File: config.mk
export PLATFORM = sky130hd
export DESIGN_NAME = temp_sensor_config_readout
export DESIGN_NICKNAME = d
export VERILOG_FILES = /design/src/hdl/sensor_pkg.sv /design/src/hdl/temp_sensor_config_readout.sv /design/src/hdl/crc8_step.sv
export SDC_FILE = /design/constraint.sdc
export NUM_CORES = 1
export LEC_CHECK = 0
export ABC_CLOCK_PERIOD_IN_PS = 2990
export BUFFER_PORTS_ARGS = -buffer_cell sky130_fd_sc_hd__clkbuf_2
export CORE_MARGIN = 3
export CORE_UTILIZATION = 58
export DETAILED_ROUTE_END_ITERATION = 12
export PLACE_DENSITY_LB_ADDON = 0.05
export SLEW_MARGIN = 20
export SYNTH_ARGS = -nofsm -noshare
export SYNTH_HDL_FRONTEND = slang
export SYNTH_SLANG_ARGS = --single-unit
File: constraint.sdc
create_clock -name clock_i -period 2.99 [get_ports clock_i]
set_input_delay 0.4485 -clock clock_i [delete_from_list [all_inputs] [get_ports clock_i]]
set_output_delay 0.4485 -clock clock_i [all_outputs]
set_load 0.05 [all_outputs]
File: src/hdl/sensor_pkg.sv
package sensor_pkg;

	// clock and soft reset timing
	localparam int CLK_HZ = 50_000_000;
	localparam int SOFT_RESET_MS = 15;
	localparam int SOFT_RESET_CYCLES = SOFT_RESET_MS * (CLK_HZ / 1000);
	localparam int RST_CNT_W = 20;

	// bus header and command codes
	localparam logic [6:0] DEV_ADDR = 7'h4a;
	localparam logic [7:0] CMD_MEAS_HOLD = 8'he3;
	localparam logic [7:0] CMD_MEAS_NOHOLD = 8'hf3;
	localparam logic [7:0] CMD_WRITE_CFG = 8'he6;
	localparam logic [7:0] CMD_READ_CFG = 8'he7;
	localparam logic [7:0] CMD_SOFT_RESET = 8'hfe;
	localparam logic [7:0] CMD_READ_ID = 8'hfa;

	// configuration register layout
	localparam int CFG_RES_HI = 7;
	localparam int CFG_SUPPLY_LOW = 6;
	localparam int CFG_RSV_LO = 3;
	localparam int CFG_HEATER = 2;
	localparam int CFG_NO_RELOAD = 1;
	localparam int CFG_RES_LO = 0;
	localparam logic [7:0] CFG_RESET = 8'h02;
	localparam logic [7:0] CFG_HEATER_MASK = 8'h04;
	localparam logic [7:0] CFG_LOW_MASK = 8'h40;
	localparam logic [7:0] CFG_RSV_MASK = 8'h38;

	// resolution codes {bit7, bit0}
	localparam logic [1:0] RES_14BIT = 2'h0;
	localparam logic [1:0] RES_12BIT = 2'h1;
	localparam logic [1:0] RES_13BIT = 2'h2;
	localparam logic [1:0] RES_11BIT = 2'h3;

	// result framing and checksum
	localparam logic STATUS_TYPE_TEMP = 1'b0;
	localparam logic STATUS_SPARE = 1'b0;
	localparam logic [7:0] CRC_POLY = 8'h31;
	localparam logic [7:0] CRC_INIT = 8'h00;
	localparam logic [2:0] ID_BYTES = 3'h4;
	localparam logic [7:0] IDLE_BYTE = 8'hff;

	typedef enum logic [2:0] {ST_IDLE, ST_ADDR, ST_ADDR_ACK, ST_RX, ST_RX_ACK, ST_TX, ST_TX_ACK} bus_state_t;
	typedef enum logic [1:0] {SRC_NONE, SRC_CFG, SRC_MEAS, SRC_ID} read_src_t;

endpackage

File: src/hdl/temp_sensor_config_readout.sv
`timescale 1ns/1ps
// How it works
// soft reset restores all configuration defaults except the heater bit.
// soft reset keeps the device busy for 15 ms (750000 clocks); addresses are refused until then.
// master reads the register and writes reserved bits back unchanged.
// resolution bits 7 and 0 default to 00; 01=12, 10=13, 11=11 bit.
// bit 6 is read-only supply-low flag, refreshed after each measurement.
// bit 2 enables the heater, default off.
// with bit 1 clear, each measurement command reloads stored settings except heater.
// bit 1 defaults to 1, so per-measurement reload is off.
// checksum is CRC-8 with polynomial x^8+x^5+x^4+1.
// a stored identification code can be read over the bus.
// result goes out as two bytes, msb byte first, msb bit first.
// each sent byte is followed by one ack slot driven by the master.
// master clears the two status bits before converting.
// master converts as -46.85 + 175.72 * value / 2^16.
// header is address 1001010 plus direction bit, 1 read, 0 write.
// device acks each good byte by pulling data low in the ninth clock.
// upper status bit is 0 for temperature; lower one unassigned.
// checksum starts at zero, runs msb first over both result bytes.
module temp_sensor_config_readout import sensor_pkg::*; #(
	parameter int RESET_CYCLES = SOFT_RESET_CYCLES,
	parameter logic [2:0] RSV_DEFAULT = 3'h0,
	parameter logic [31:0] ID_CODE = 32'h5a3c_9617 // arbitrary value
) (
	input wire logic clock_i,
	input wire logic rst_n_i,
	input wire logic scl_i,
	input wire logic sda_i,
	output logic sda_o,
	output logic sda_oe_o,
	input wire logic [13:0] temp_data_i,
	input wire logic temp_valid_i,
	input wire logic supply_low_i,
	output logic meas_start_o,
	output logic heater_en_o,
	output logic [1:0] resolution_o,
	output logic busy_o
);
	localparam logic [7:0] NV_IMAGE = CFG_RESET | {2'h0, RSV_DEFAULT, 3'h0};

	bus_state_t state_reg, state_next;
	read_src_t src_reg, src_next;
	logic scl_q_reg, scl_q_next, sda_q_reg, sda_q_next;
	logic [3:0] bitcnt_reg, bitcnt_next;
	logic [7:0] shift_reg, shift_next;
	logic rw_reg, rw_next, wr_expect_reg, wr_expect_next, acked_reg, acked_next;
	logic [2:0] txidx_reg, txidx_next;
	logic [7:0] cfg_reg, cfg_next;
	logic [13:0] result_reg, result_next;
	logic meas_pend_reg, meas_pend_next, meas_done_reg, meas_done_next;
	logic busy_reg, busy_next;
	logic [RST_CNT_W-1:0] rst_cnt_reg, rst_cnt_next;
	logic sda_oe_reg, sda_oe_next, meas_start_reg, meas_start_next;
	logic scl_rise, scl_fall, start_evt, stop_evt, addr_ok, do_reset, do_meas, do_cfg_wr;
	logic [15:0] result_word;
	logic [7:0] crc_a, crc_b;

	assign scl_rise = scl_i & ~scl_q_reg;
	assign scl_fall = ~scl_i & scl_q_reg;
	assign start_evt = scl_i & scl_q_reg & sda_q_reg & ~sda_i;
	assign stop_evt = scl_i & scl_q_reg & ~sda_q_reg & sda_i;
	assign result_word = {result_reg, STATUS_TYPE_TEMP, STATUS_SPARE};

	crc8_step #(.POLY(CRC_POLY)) crc_hi (.crc_i(CRC_INIT), .data_i(result_word[15:8]), .crc_o(crc_a));
	crc8_step #(.POLY(CRC_POLY)) crc_lo (.crc_i(crc_a), .data_i(result_word[7:0]), .crc_o(crc_b));

	function automatic logic [7:0] tx_byte(input read_src_t src, input logic [2:0] idx, input logic [7:0] cfg,
		input logic [15:0] word, input logic [7:0] crc);
		logic [7:0] b;
		b = IDLE_BYTE;
		unique case (src)
			SRC_CFG: if (idx == 3'h0) b = cfg;
			SRC_MEAS: begin
				if (idx == 3'h0) b = word[15:8];
				else if (idx == 3'h1) b = word[7:0];
				else if (idx == 3'h2) b = crc;
			end
			SRC_ID: if (idx < ID_BYTES) b = ID_CODE[8'(31 - 8 * int'(idx)) -: 8];
			SRC_NONE: b = IDLE_BYTE;
		endcase
		return b;
	endfunction

	always_comb begin
		logic [7:0] nb;
		nb = IDLE_BYTE;
		state_next = state_reg;
		src_next = src_reg;
		scl_q_next = scl_i;
		sda_q_next = sda_i;
		bitcnt_next = bitcnt_reg;
		shift_next = shift_reg;
		rw_next = rw_reg;
		wr_expect_next = wr_expect_reg;
		acked_next = acked_reg;
		txidx_next = txidx_reg;
		cfg_next = cfg_reg;
		result_next = result_reg;
		meas_pend_next = meas_pend_reg;
		meas_done_next = meas_done_reg;
		busy_next = busy_reg;
		rst_cnt_next = rst_cnt_reg;
		sda_oe_next = sda_oe_reg;
		meas_start_next = 1'b0;
		addr_ok = 1'b0;
		do_reset = 1'b0;
		do_meas = 1'b0;
		do_cfg_wr = 1'b0;

		if (busy_reg) begin
			if (rst_cnt_reg == '0) begin
				busy_next = 1'b0;
			end else begin
				rst_cnt_next = rst_cnt_reg - 1'b1;
			end
		end
		if (temp_valid_i && meas_pend_reg) begin
			result_next = temp_data_i;
			meas_done_next = 1'b1;
			meas_pend_next = 1'b0;
			cfg_next[CFG_SUPPLY_LOW] = supply_low_i;
		end

		if (start_evt) begin
			state_next = ST_ADDR;
			bitcnt_next = 4'h0;
			sda_oe_next = 1'b0;
		end else if (stop_evt) begin
			state_next = ST_IDLE;
			sda_oe_next = 1'b0;
			wr_expect_next = 1'b0;
		end else begin
			unique case (state_reg)
				ST_IDLE: sda_oe_next = 1'b0;
				ST_ADDR, ST_RX: begin
					if (scl_rise) begin
						shift_next = {shift_reg[6:0], sda_i};
						bitcnt_next = bitcnt_reg + 4'h1;
					end else if (scl_fall && bitcnt_reg == 4'h8) begin
						if (state_reg == ST_ADDR) begin
							addr_ok = shift_reg[7:1] == DEV_ADDR && !busy_reg
								&& !(shift_reg[0] && src_reg == SRC_MEAS && !meas_done_reg);
							rw_next = shift_reg[0];
							sda_oe_next = addr_ok;
							state_next = addr_ok ? ST_ADDR_ACK : ST_IDLE;
						end else begin
							sda_oe_next = 1'b1;
							state_next = ST_RX_ACK;
							if (wr_expect_reg) begin
								do_cfg_wr = 1'b1;
								wr_expect_next = 1'b0;
								// a flag refresh in this same cycle is kept
								cfg_next = (shift_reg & ~CFG_LOW_MASK) | (cfg_next & CFG_LOW_MASK);
							end else begin
								unique case (shift_reg)
									CMD_MEAS_HOLD, CMD_MEAS_NOHOLD: do_meas = 1'b1;
									CMD_WRITE_CFG: wr_expect_next = 1'b1;
									CMD_READ_CFG: src_next = SRC_CFG;
									CMD_SOFT_RESET: do_reset = 1'b1;
									CMD_READ_ID: src_next = SRC_ID;
									default: src_next = src_reg;
								endcase
							end
						end
					end
				end
				ST_ADDR_ACK, ST_RX_ACK: begin
					if (scl_fall) begin
						bitcnt_next = 4'h0;
						if (state_reg == ST_ADDR_ACK && rw_reg) begin
							nb = tx_byte(src_reg, 3'h0, cfg_reg, result_word, crc_b);
							shift_next = nb;
							txidx_next = 3'h0;
							sda_oe_next = ~nb[7];
							state_next = ST_TX;
						end else begin
							sda_oe_next = 1'b0;
							state_next = ST_RX;
						end
					end
				end
				ST_TX: begin
					if (scl_rise) begin
						bitcnt_next = bitcnt_reg + 4'h1;
					end else if (scl_fall) begin
						if (bitcnt_reg == 4'h8) begin
							sda_oe_next = 1'b0;
							state_next = ST_TX_ACK;
						end else begin
							shift_next = {shift_reg[6:0], 1'b1};
							sda_oe_next = ~shift_reg[6];
						end
					end
				end
				ST_TX_ACK: begin
					if (scl_rise) begin
						acked_next = ~sda_i;
					end else if (scl_fall) begin
						bitcnt_next = 4'h0;
						if (acked_reg) begin
							txidx_next = (txidx_reg == 3'h7) ? txidx_reg : txidx_reg + 3'h1;
							nb = tx_byte(src_reg, txidx_next, cfg_reg, result_word, crc_b);
							shift_next = nb;
							sda_oe_next = ~nb[7];
							state_next = ST_TX;
						end else begin
							sda_oe_next = 1'b0;
							state_next = ST_IDLE;
						end
					end
				end
			endcase
		end

		if (do_meas) begin
			meas_start_next = 1'b1;
			meas_pend_next = 1'b1;
			meas_done_next = 1'b0;
			src_next = SRC_MEAS;
			if (!cfg_reg[CFG_NO_RELOAD]) begin
				cfg_next = (NV_IMAGE & ~(CFG_HEATER_MASK | CFG_LOW_MASK))
					| (cfg_next & (CFG_HEATER_MASK | CFG_LOW_MASK));
			end
		end
		if (do_reset) begin
			cfg_next = (NV_IMAGE & ~CFG_HEATER_MASK) | (cfg_reg & CFG_HEATER_MASK);
			busy_next = 1'b1;
			rst_cnt_next = RST_CNT_W'(RESET_CYCLES - 1);
			meas_pend_next = 1'b0;
			meas_done_next = 1'b0;
			src_next = SRC_NONE;
		end
	end

	always_ff @(posedge clock_i or negedge rst_n_i) begin
		if (!rst_n_i) begin
			state_reg <= ST_IDLE;
			src_reg <= SRC_NONE;
			scl_q_reg <= 1'b1;
			sda_q_reg <= 1'b1;
			bitcnt_reg <= 4'h0;
			shift_reg <= 8'h00;
			rw_reg <= 1'b0;
			wr_expect_reg <= 1'b0;
			acked_reg <= 1'b0;
			txidx_reg <= 3'h0;
			cfg_reg <= NV_IMAGE;
			result_reg <= 14'h0000;
			meas_pend_reg <= 1'b0;
			meas_done_reg <= 1'b0;
			busy_reg <= 1'b0;
			rst_cnt_reg <= '0;
			sda_oe_reg <= 1'b0;
			meas_start_reg <= 1'b0;
		end else begin
			state_reg <= state_next;
			src_reg <= src_next;
			scl_q_reg <= scl_q_next;
			sda_q_reg <= sda_q_next;
			bitcnt_reg <= bitcnt_next;
			shift_reg <= shift_next;
			rw_reg <= rw_next;
			wr_expect_reg <= wr_expect_next;
			acked_reg <= acked_next;
			txidx_reg <= txidx_next;
			cfg_reg <= cfg_next;
			result_reg <= result_next;
			meas_pend_reg <= meas_pend_next;
			meas_done_reg <= meas_done_next;
			busy_reg <= busy_next;
			rst_cnt_reg <= rst_cnt_next;
			sda_oe_reg <= sda_oe_next;
			meas_start_reg <= meas_start_next;
		end
	end

	assign sda_o = 1'b0;
	assign sda_oe_o = sda_oe_reg;
	assign meas_start_o = meas_start_reg;
	assign heater_en_o = cfg_reg[CFG_HEATER];
	assign resolution_o = {cfg_reg[CFG_RES_HI], cfg_reg[CFG_RES_LO]};
	assign busy_o = busy_reg;

	function automatic logic [7:0] crc_ref(input logic [15:0] w);
		logic [7:0] c;
		c = CRC_INIT;
		for (int i = 15; i >= 0; i--) begin
			c = (c[7] ^ w[i]) ? ({c[6:0], 1'b0} ^ 8'h31) : {c[6:0], 1'b0};
		end
		return c;
	endfunction
endmodule

File: src/hdl/crc8_step.sv
`timescale 1ns/1ps
module crc8_step import sensor_pkg::*; #(
	parameter logic [7:0] POLY = CRC_POLY
) (
	input wire logic [7:0] crc_i,
	input wire logic [7:0] data_i,
	output logic [7:0] crc_o
);
	// one byte through the checksum, msb first
	always_comb begin
		logic [7:0] c;
		c = crc_i ^ data_i;
		for (int i = 0; i < 8; i++) begin
			if (c[7]) begin
				c = {c[6:0], 1'b0} ^ POLY;
			end else begin
				c = {c[6:0], 1'b0};
			end
		end
		crc_o = c;
	end
endmodule

==> impl_results.md, run 1 <==
- Final #Nets: 584
- FILL cells: 662
- Crit path max-delay family: simple AND/OR/NAND/NOR gates
- Final Util: 67.4%
- Die area: 9540 µm²
- Peak supply drop: 0.000428 V
- H-tree levels: 3
- I/O Buffers: 25
- Setup crit end kind: flip-flop
- Mux contribution to synthesized area: 4.98%
- Clock latency on the worst-skew pair: 0.35 ns
- Type of the tightest min-delay check: input port to async pin
- Core Region: 7930 µm²
- CTS max path bufs: 2
- Slew Viols, Final: 0
- DRT Pass-1 Iters: 5
- Syn_area_per_cell: 9.11 µm²
- Post-CTS sizing: 0
- Max FO, Critical Path: 17
- Slack of the worst reg-to-reg path: 0.26 ns
- CTS tree: done
- Setup bufs post-CTS: 0
- Final hold vios: 0
- Critical path's slowest cell: or4b_4
- Vias in the first global route: 4085
- CTS Buf Count: 9
- Commonest cells after routing, fill and taps aside: 69 x dfrtp_1, 54 x nand2_1, 44 x nor2_1
- Initial core utilization: 61.5%
- Via density: 6.44
- Synthesized-area fraction occupied by ao, oa, aoi and oai cells: 20.4%
- Critical path origin: scl_q_reg$_DFF_PN1_
- Setup Skew: 0.00879 ns
- Fin crit period: 2.73 ns
- Sequential area share after synthesis: 37.0%
- Simple-Gate Fraction of Synth Area: 20.2%
- Iter 0 DRT Violations: 448
- RSZ-0062 raised after global routing: false
- Distinct cells, synth: 72
- Largest net degree at the start of global routing: 73
- Reg2Reg Capture Point: rst_cnt_reg[19]$_DFFE_PN0P_
- Yosys reg bits: 72
- Critical path type: flip-flop to flip-flop
- CTS Sinks: 72
- Buf/Inv on CP: 0
- Syn Nets: 565
- CTS clock-pin slew for the worst setup and hold paths: 0.08 ns
- Post-Synth XOR/XNOR Area: 10.1%
- Max reg flops: 20
- Multi-input gate area: 2860 µm²
- Reg area: 1810 µm²
- Post-synth top flop: dfrtp_1
- Global-route wire length before repair: 20300 µm
- Pre-CTS setup slack: 0.179 ns
- Final Cycle Share: 91.3%
- Post-Syn Area: 4870 µm²
- Max Cap Viol: 0
- Leading cell type in the layout, fill and taps excluded: dfrtp_1
- Site row count: 32
- Hold_buf cts: 0
- Largest family of logic cells by synthesized area: compound AO/OA/AOI/OAI gates
- Detailed Place HPWL: 8790 µm
- Syn Inst Count: 535
- Post-Synth Adder-Cell Area: 2.57%
- Worst path depth: 6
- Required time of the critical path: 3.23 ns
- Initial antenna violation count: 0
- Placer congestion estimate: 0.930
- WL/cell: 18.4 µm
- FF-to-FF path depth: 6
- Fmax: 366 MHz
- Synth-to-Final Area Change: 9.57%
- Leak Pwr: 0.00227 µW
- Final cell count without fillers: 661
- R2R Path Start: scl_q_reg$_DFF_PN1_
- Dpl cells: 645
- Ports: 27
- PD cells: 657 nW/µm²
- Layout cell share with drive strength beyond 1: 17.0%
- Total Neg Setup Slack: 0 ns
- Worst setup SP type: flip-flop
- Max incr delay on CP: 0.67 ns
- WP data arrival: 2.97 ns
- Die H: 97.7 µm
- Via count of the routed design: 4255
- Grt ovf: 0
- Total GRT Usage: 26.1%
- Setup-failing EPs final: 0
- Final setup margin: 0.260 ns
- Clk root buf: clkbuf_8
- Antenna diodes: 0
- Max_slew headroom: 37.7%
- Warnings, synthesis: 0
- WL final: 12200 µm
- CP Cell Sequence: nand4bb_4 > or4_4 > or4b_4 > a2111o_1 > xor2_1 > nand2_1
- Status: completed
- Detailed-route DRC error count: 0
- Crit path to: rst_cnt_reg[19]$_DFFE_PN0P_
- Number of synthesized flops with an enable pin: 0
- Antenna-violating nets left: 0
- Die Span X: 97.7 µm
- Slew @ Worst Pin: 0.935 ns
- Ys async rst share: 100%
-- per-layer routing --
metal,track usage [%],wire (µm)
met5,0,0
met4,9.16,336
met3,5.03,773
met2,40.7,5560
met1,36.5,5520
-- Yosys cell counts (all sizes together) (3+ instances only) --
library cell  count  area share, %
xnor2            30            5.4
xnor3             5            2.3
nand2            54            4.2
o31ai             3           0.74
or2               3           0.39
a41oi             4           0.72
nand3            20            2.1
a211oi            4           0.72
o21ai            32            3.3
or3               8            1.2
nand4             3           0.39
xor2              8            1.4
a21oi            36            3.7
dfstp             3            1.6
a31oi            10            1.3
clkbuf           22            1.7
nand2b           10            1.3
mux2             18            4.2
nor4              3           0.39
mux2i             4           0.82
inv              21            1.6
dfrtp            69             35
nand3b            4           0.62
ha               10            2.6
nor2b             6           0.77
a211o             5           0.92
o211ai            6           0.92
buf               8            1.2
nor2             44            3.4
nor3             18            1.8
a2bb2oi           4           0.72
a221oi            3           0.54
a22o              4           0.72
a2111oi           3            1.3
or4               6            1.0
o221ai            6            1.1
and3              5           0.64
a222oi            3           0.62
-- how the worst min path moves through the flow --
stage	from	depth (start not counted)	end	slack, ns
floorplan	rst_n_i	0	acked_reg$_DFFE_PN0P_	0.15
global placement	sda_oe_o$_DFFE_PN0P_	2	sda_oe_o$_DFFE_PN0P_	0.46
detailed placement	sda_oe_o$_DFFE_PN0P_	2	sda_oe_o$_DFFE_PN0P_	0.47
CTS	scl_i	1	scl_q_reg$_DFF_PN1_	0.26
global route	scl_i	1	scl_q_reg$_DFF_PN1_	0.27
finish	rst_n_i	1	txidx_reg[0]$_DFFE_PN0P_	0.22
-- area by class of cell --
class	instances	area share, %
multi-input cells	411	53.5
flip-flops and latches	72	33.8
repair buffers	38	4.22
clock buffers	10	2.39
well taps	102	2.39
clock inverters	6	2.16
inverters	22	1.55
-- kinds of logic (layout without fill, tap and decap cells) --
| kind of cell | after synthesis | in the layout |
|---|---|---|
| AND/OR/NAND/NOR | 193 | 193 |
| other | 1 | 1 |
| multiplexers | 22 | 22 |
| adder cells (fa/ha/maj) | 10 | 10 |
| flip-flops | 72 | 72 |
| AO/OA/AOI/OAI | 140 | 140 |
| XOR/XNOR | 45 | 45 |
| buffers and inverters | 52 | 76 |
-- through the flow --
stage               hold WS [ns]  cell area [µm²]  power (µW)
floorplan                  0.153             4870        2170
global placement           0.463             5100        2520
detailed placement         0.469             5100        2540
CTS                        0.258             5340        3490
global route               0.273             5340        3710
finish                     0.217             5340        3510
-- power by group --
group          internal [µW]  switching, µW
clock network            559            386
logic                    509            812
registers               1080            162
Power figures use the tool's default switching activity.
==> run 2: changes to the inputs <==
--- a/config.mk
+++ b/config.mk
@@ -7,11 +7,12 @@
 export LEC_CHECK = 0
 export ABC_CLOCK_PERIOD_IN_PS = 2990
 export BUFFER_PORTS_ARGS = -buffer_cell sky130_fd_sc_hd__clkbuf_2
-export CORE_MARGIN = 3
 export CORE_UTILIZATION = 58
 export DETAILED_ROUTE_END_ITERATION = 12
+export HOLD_SLACK_MARGIN = 0.05
 export PLACE_DENSITY_LB_ADDON = 0.05
 export SLEW_MARGIN = 20
 export SYNTH_ARGS = -nofsm -noshare
 export SYNTH_HDL_FRONTEND = slang
+export SYNTH_HIERARCHICAL = 1
 export SYNTH_SLANG_ARGS = --single-unit
==> impl_results.md, run 2 <==
- Status: complete, but fails checks
- Failing checks: negative setup slack
- Via count of the routed design: 4192 (-1.5%)
- Site row count: 32 (unchanged)
- Slew @ Worst Pin: 0.940 ns (+0.00508 ns)
- Met2 wire length: 5460 µm (-1.8%)
- Setup Skew: 0.0131 ns (+0.00428 ns)
- CTS tree: done
- Simple-Gate Fraction of Synth Area: 21.7% (+1.5 points)
- Final cell count without fillers: 686 (+3.8%)
- Leading cell type in the layout, fill and taps excluded: dfrtp_1
- Total GRT Usage: 28.7% (+2.6 points)
- Slew Viols, Final: 0 (unchanged)
- Post-Synth XOR/XNOR Area: 9.70% (-0.41 points)
- Syn Inst Count: 525 (-1.9%)
- Clock latency on the worst-skew pair: 0.36 ns (about the same)
- Ports: 27 (unchanged)
- Warnings, synthesis: 6 (+6)
- Die H: 92.9 µm (-4.8%)
- PD cells: 439 nW/µm² (-33%)
- Required time of the critical path: 3.22 ns (about the same)
- Synthesized-area fraction occupied by ao, oa, aoi and oai cells: 19.3% (-1.1 points)
- Iter 0 DRT Violations: 454 (+1.3%)
- Distinct cells, synth: 72 (unchanged)
- Critical path type: flip-flop to flip-flop
- WL/cell: 17.0 µm (-7.8%)
- Setup-failing EPs final: 5 (+5)
- Fmax: 318 MHz (-13%)
- Count leader, synth: dfrtp_1
- Slack of the worst reg-to-reg path: -0.16 ns (-0.42 ns)
- Max reg flops: 20 (unchanged)
- Post-synth top flop: dfrtp_1
- Highest metal used: met4
- Max Cap Viol: 0 (unchanged)
- Layout cell share with drive strength beyond 1: 23.6% (+6.6 points)
- FILL cells: 623 (-5.9%)
- Post-Syn Area: 4800 µm² (-1.6%)
- Synth cell count leaders: 69 x dfrtp_1, 56 x nand2_1, 41 x a21oi_1
- Type of the tightest min-delay check: input port to async pin
- Setup crit end kind: flip-flop
- Final setup margin: -0.158 ns (-0.418 ns)
- Antenna-violating nets left: 0 (unchanged)
- Initial antenna violation count: 0 (unchanged)
- H-tree levels: 3 (unchanged)
- Via density: 6.11 (-5.1%)
- Fin crit period: 3.15 ns (+0.418 ns)
- CTS Buf Count: 9 (unchanged)
- Sequential area share after synthesis: 37.6% (+0.60 points)
- Post-DP Area: 5180 µm² (+1.7%)
- Metal3 WL: 694 µm (-10%)
- FF-to-FF path depth: 13 (+7)
- Max FO, Critical Path: 2 (-15)
- I/O Buffers: 25 (unchanged)
- Number of synthesized flops with an enable pin: 0 (unchanged)
- CTS clock-pin slew for the worst setup and hold paths: 0.09 ns (about the same)
- Design Area, Final: 5510 µm² (+3.1%)
- Largest net degree at the start of global routing: 73 (unchanged)
- Commonest cells after routing, fill and taps aside: 69 x dfrtp_1, 56 x nand2_1, 40 x a21oi_1
- Antenna diodes: 0 (unchanged)
- Worst setup SP type: flip-flop
- Multi-input gate area: 2930 µm² (+2.5%)
- Post-Synth Adder-Cell Area: 2.09% (-0.48 points)
- Detailed-route DRC error count: 0 (unchanged)
- Placer congestion estimate: 0.893 (-4.0%)
- CTS Sinks: 72 (unchanged)
- CTS max path bufs: 2 (unchanged)
- Final Cycle Share: 105% (+14 points)
- Top cell type's share of synthesized area: 36.0% (+0.57 points)
- Leak Pwr: 0.00220 µW (-3.0%)
- Max_slew headroom: 37.3% (-0.34 points)
- Grt ovf: 0 (unchanged)
- Global-route wire length before repair: 19200 µm (-5.0%)
- WL final: 11700 µm (-4.3%)
- Vias in the first global route: 3893 (-4.7%)
- Die Span X: 92.9 µm (-4.8%)
- Reg area: 1810 µm² (unchanged)
- Peak supply drop: 0.000239 V (-44%)
- Synth area leaders: dfrtp_1 36%, mux2_2 4.7%, nand2_1 4.4%
- Synth-to-Final Area Change: 14.8%
- Syn_area_per_cell: 9.14 µm² (+0.28%)
- Initial core utilization: 61.1% (-0.36 points)
- Ys async rst share: 100% (unchanged)
- Yosys top cell by area: dfrtp_1
- Detailed Place HPWL: 8190 µm (-6.9%)
- Hold_buf cts: 0 (unchanged)
- Die area: 8640 µm² (-9.5%)
- Clk root buf: clkbuf_8
- Dpl cells: 663 (+2.8%)
- RSZ-0062 raised after global routing: true
- DRT Pass-1 Iters: 4 (-1)
- Mux contribution to synthesized area: 5.56% (+0.58 points)
- Final #Nets: 607 (+3.9%)
- Core Region: 7850 µm² (-1.0%)
- Yosys reg bits: 72 (unchanged)
- Routed met1 length: 5270 µm (-4.6%)
- WP data arrival: 3.38 ns (+0.41 ns)
- Final hold vios: 0 (unchanged)
- Largest family of logic cells by synthesized area: simple AND/OR/NAND/NOR gates
## run 2: cell count changes after synthesis, moves of 8 or more
cell,previous run,this run
xnor2_1,30,16
xor2_1,8,18
nor2_1,44,19
a31oi_1,10,2
nor2b_1,6,15
o31ai_1,2,10
nor3_1,18,10
## run 2: where the power goes
part / leakage [µW] / internal (µW) / switching, µW
Combinational: 0.00123 / 289 / 243
Clock: 0.0000863 / 318 / 437
Sequential: 0.000886 / 1030 / 102
Total: 0.00220 / 1630 / 782
## run 2: metrics by stage
stage | power [µW] | utilization [%] | worst slack (ns) | setup TNS, ns | hold slack, ns
6_report | 2420 | 70.2 | -0.158 | -0.350 | 0.191
5_1_grt | 2520 | 70.2 | -0.335 | -1.32 | 0.267
4_1_cts | 2380 | 69.1 | -0.111 | -0.248 | 0.255
3_5_place_dp | 1600 | 66.1 | -0.178 | -0.767 | 0.508
3_3_place_gp | 1580 | 66.1 | -0.0396 | -0.0880 | 0.498
2_1_floorplan | 1450 | - | 0.00295 | 0 | 0.153
## run 2: layer usage
layer / track usage (%) / up-vias
met2: 45.0 / 159
met3: 4.60 / 22
met1: 39.9 / 1995
met4: 10.9 / 0
li1: - / 2016
met5: 0 / -
## run 2: layout make-up
type	instances	share of cell area (%)
clock buffer	9	2.25
clock inverter	7	1.14
inverter	17	1.16
multi-input combinational	419	53.2
sequential	72	32.8
tap	102	2.32
timing repair buffer	60	7.16
## run 2: cell families after synthesis
family,count (synthesis)
simple gates,194
compound gates,140
flops,72
buf+inv,44
xor+xnor,42
mux,24
fa+ha+maj,8
other cells,1
## run 2: worst max-delay path, cell delays in order, from the launching register on
cell and delay [ns]:
dfrtp_1 0.42, xnor2_2 0.23, xnor2_1 0.18, xnor2_1 0.30
xor2_1 0.22, xnor2_1 0.17, xnor3_2 0.35, xnor2_4 0.17
xor2_1 0.13, nand2b_1 0.14, a21oi_1 0.17, o2111ai_1 0.12
a311oi_1 0.32, o31ai_1 0.11
## run 2: final timing paths
check	to	from
worst max-delay path	shift_reg[0]$_DFFE_PN0P_	result_reg[13]$_DFFE_PN0P_
worst min-delay path	txidx_reg[2]$_DFFE_PN0P_	rst_n_i
worst max register to register	shift_reg[0]$_DFFE_PN0P_	result_reg[13]$_DFFE_PN0P_
worst min register to register	cfg_reg[1]$_DFF_PN1_	cfg_reg[1]$_DFF_PN1_
max in group asynchronous	result_reg[11]$_DFFE_PN0P_	rst_n_i
min in group clock_i	sda_q_reg$_DFF_PN1_	sda_i
## run 2: repair_timing
action / 4_1_cts / 5_1_grt
pin swaps: 16 / 17
endpoints found under the setup margin: 7 / 8
buffers inserted: 4 / 3
gates cloned: 0 / 0
resized for setup: 4 / 10
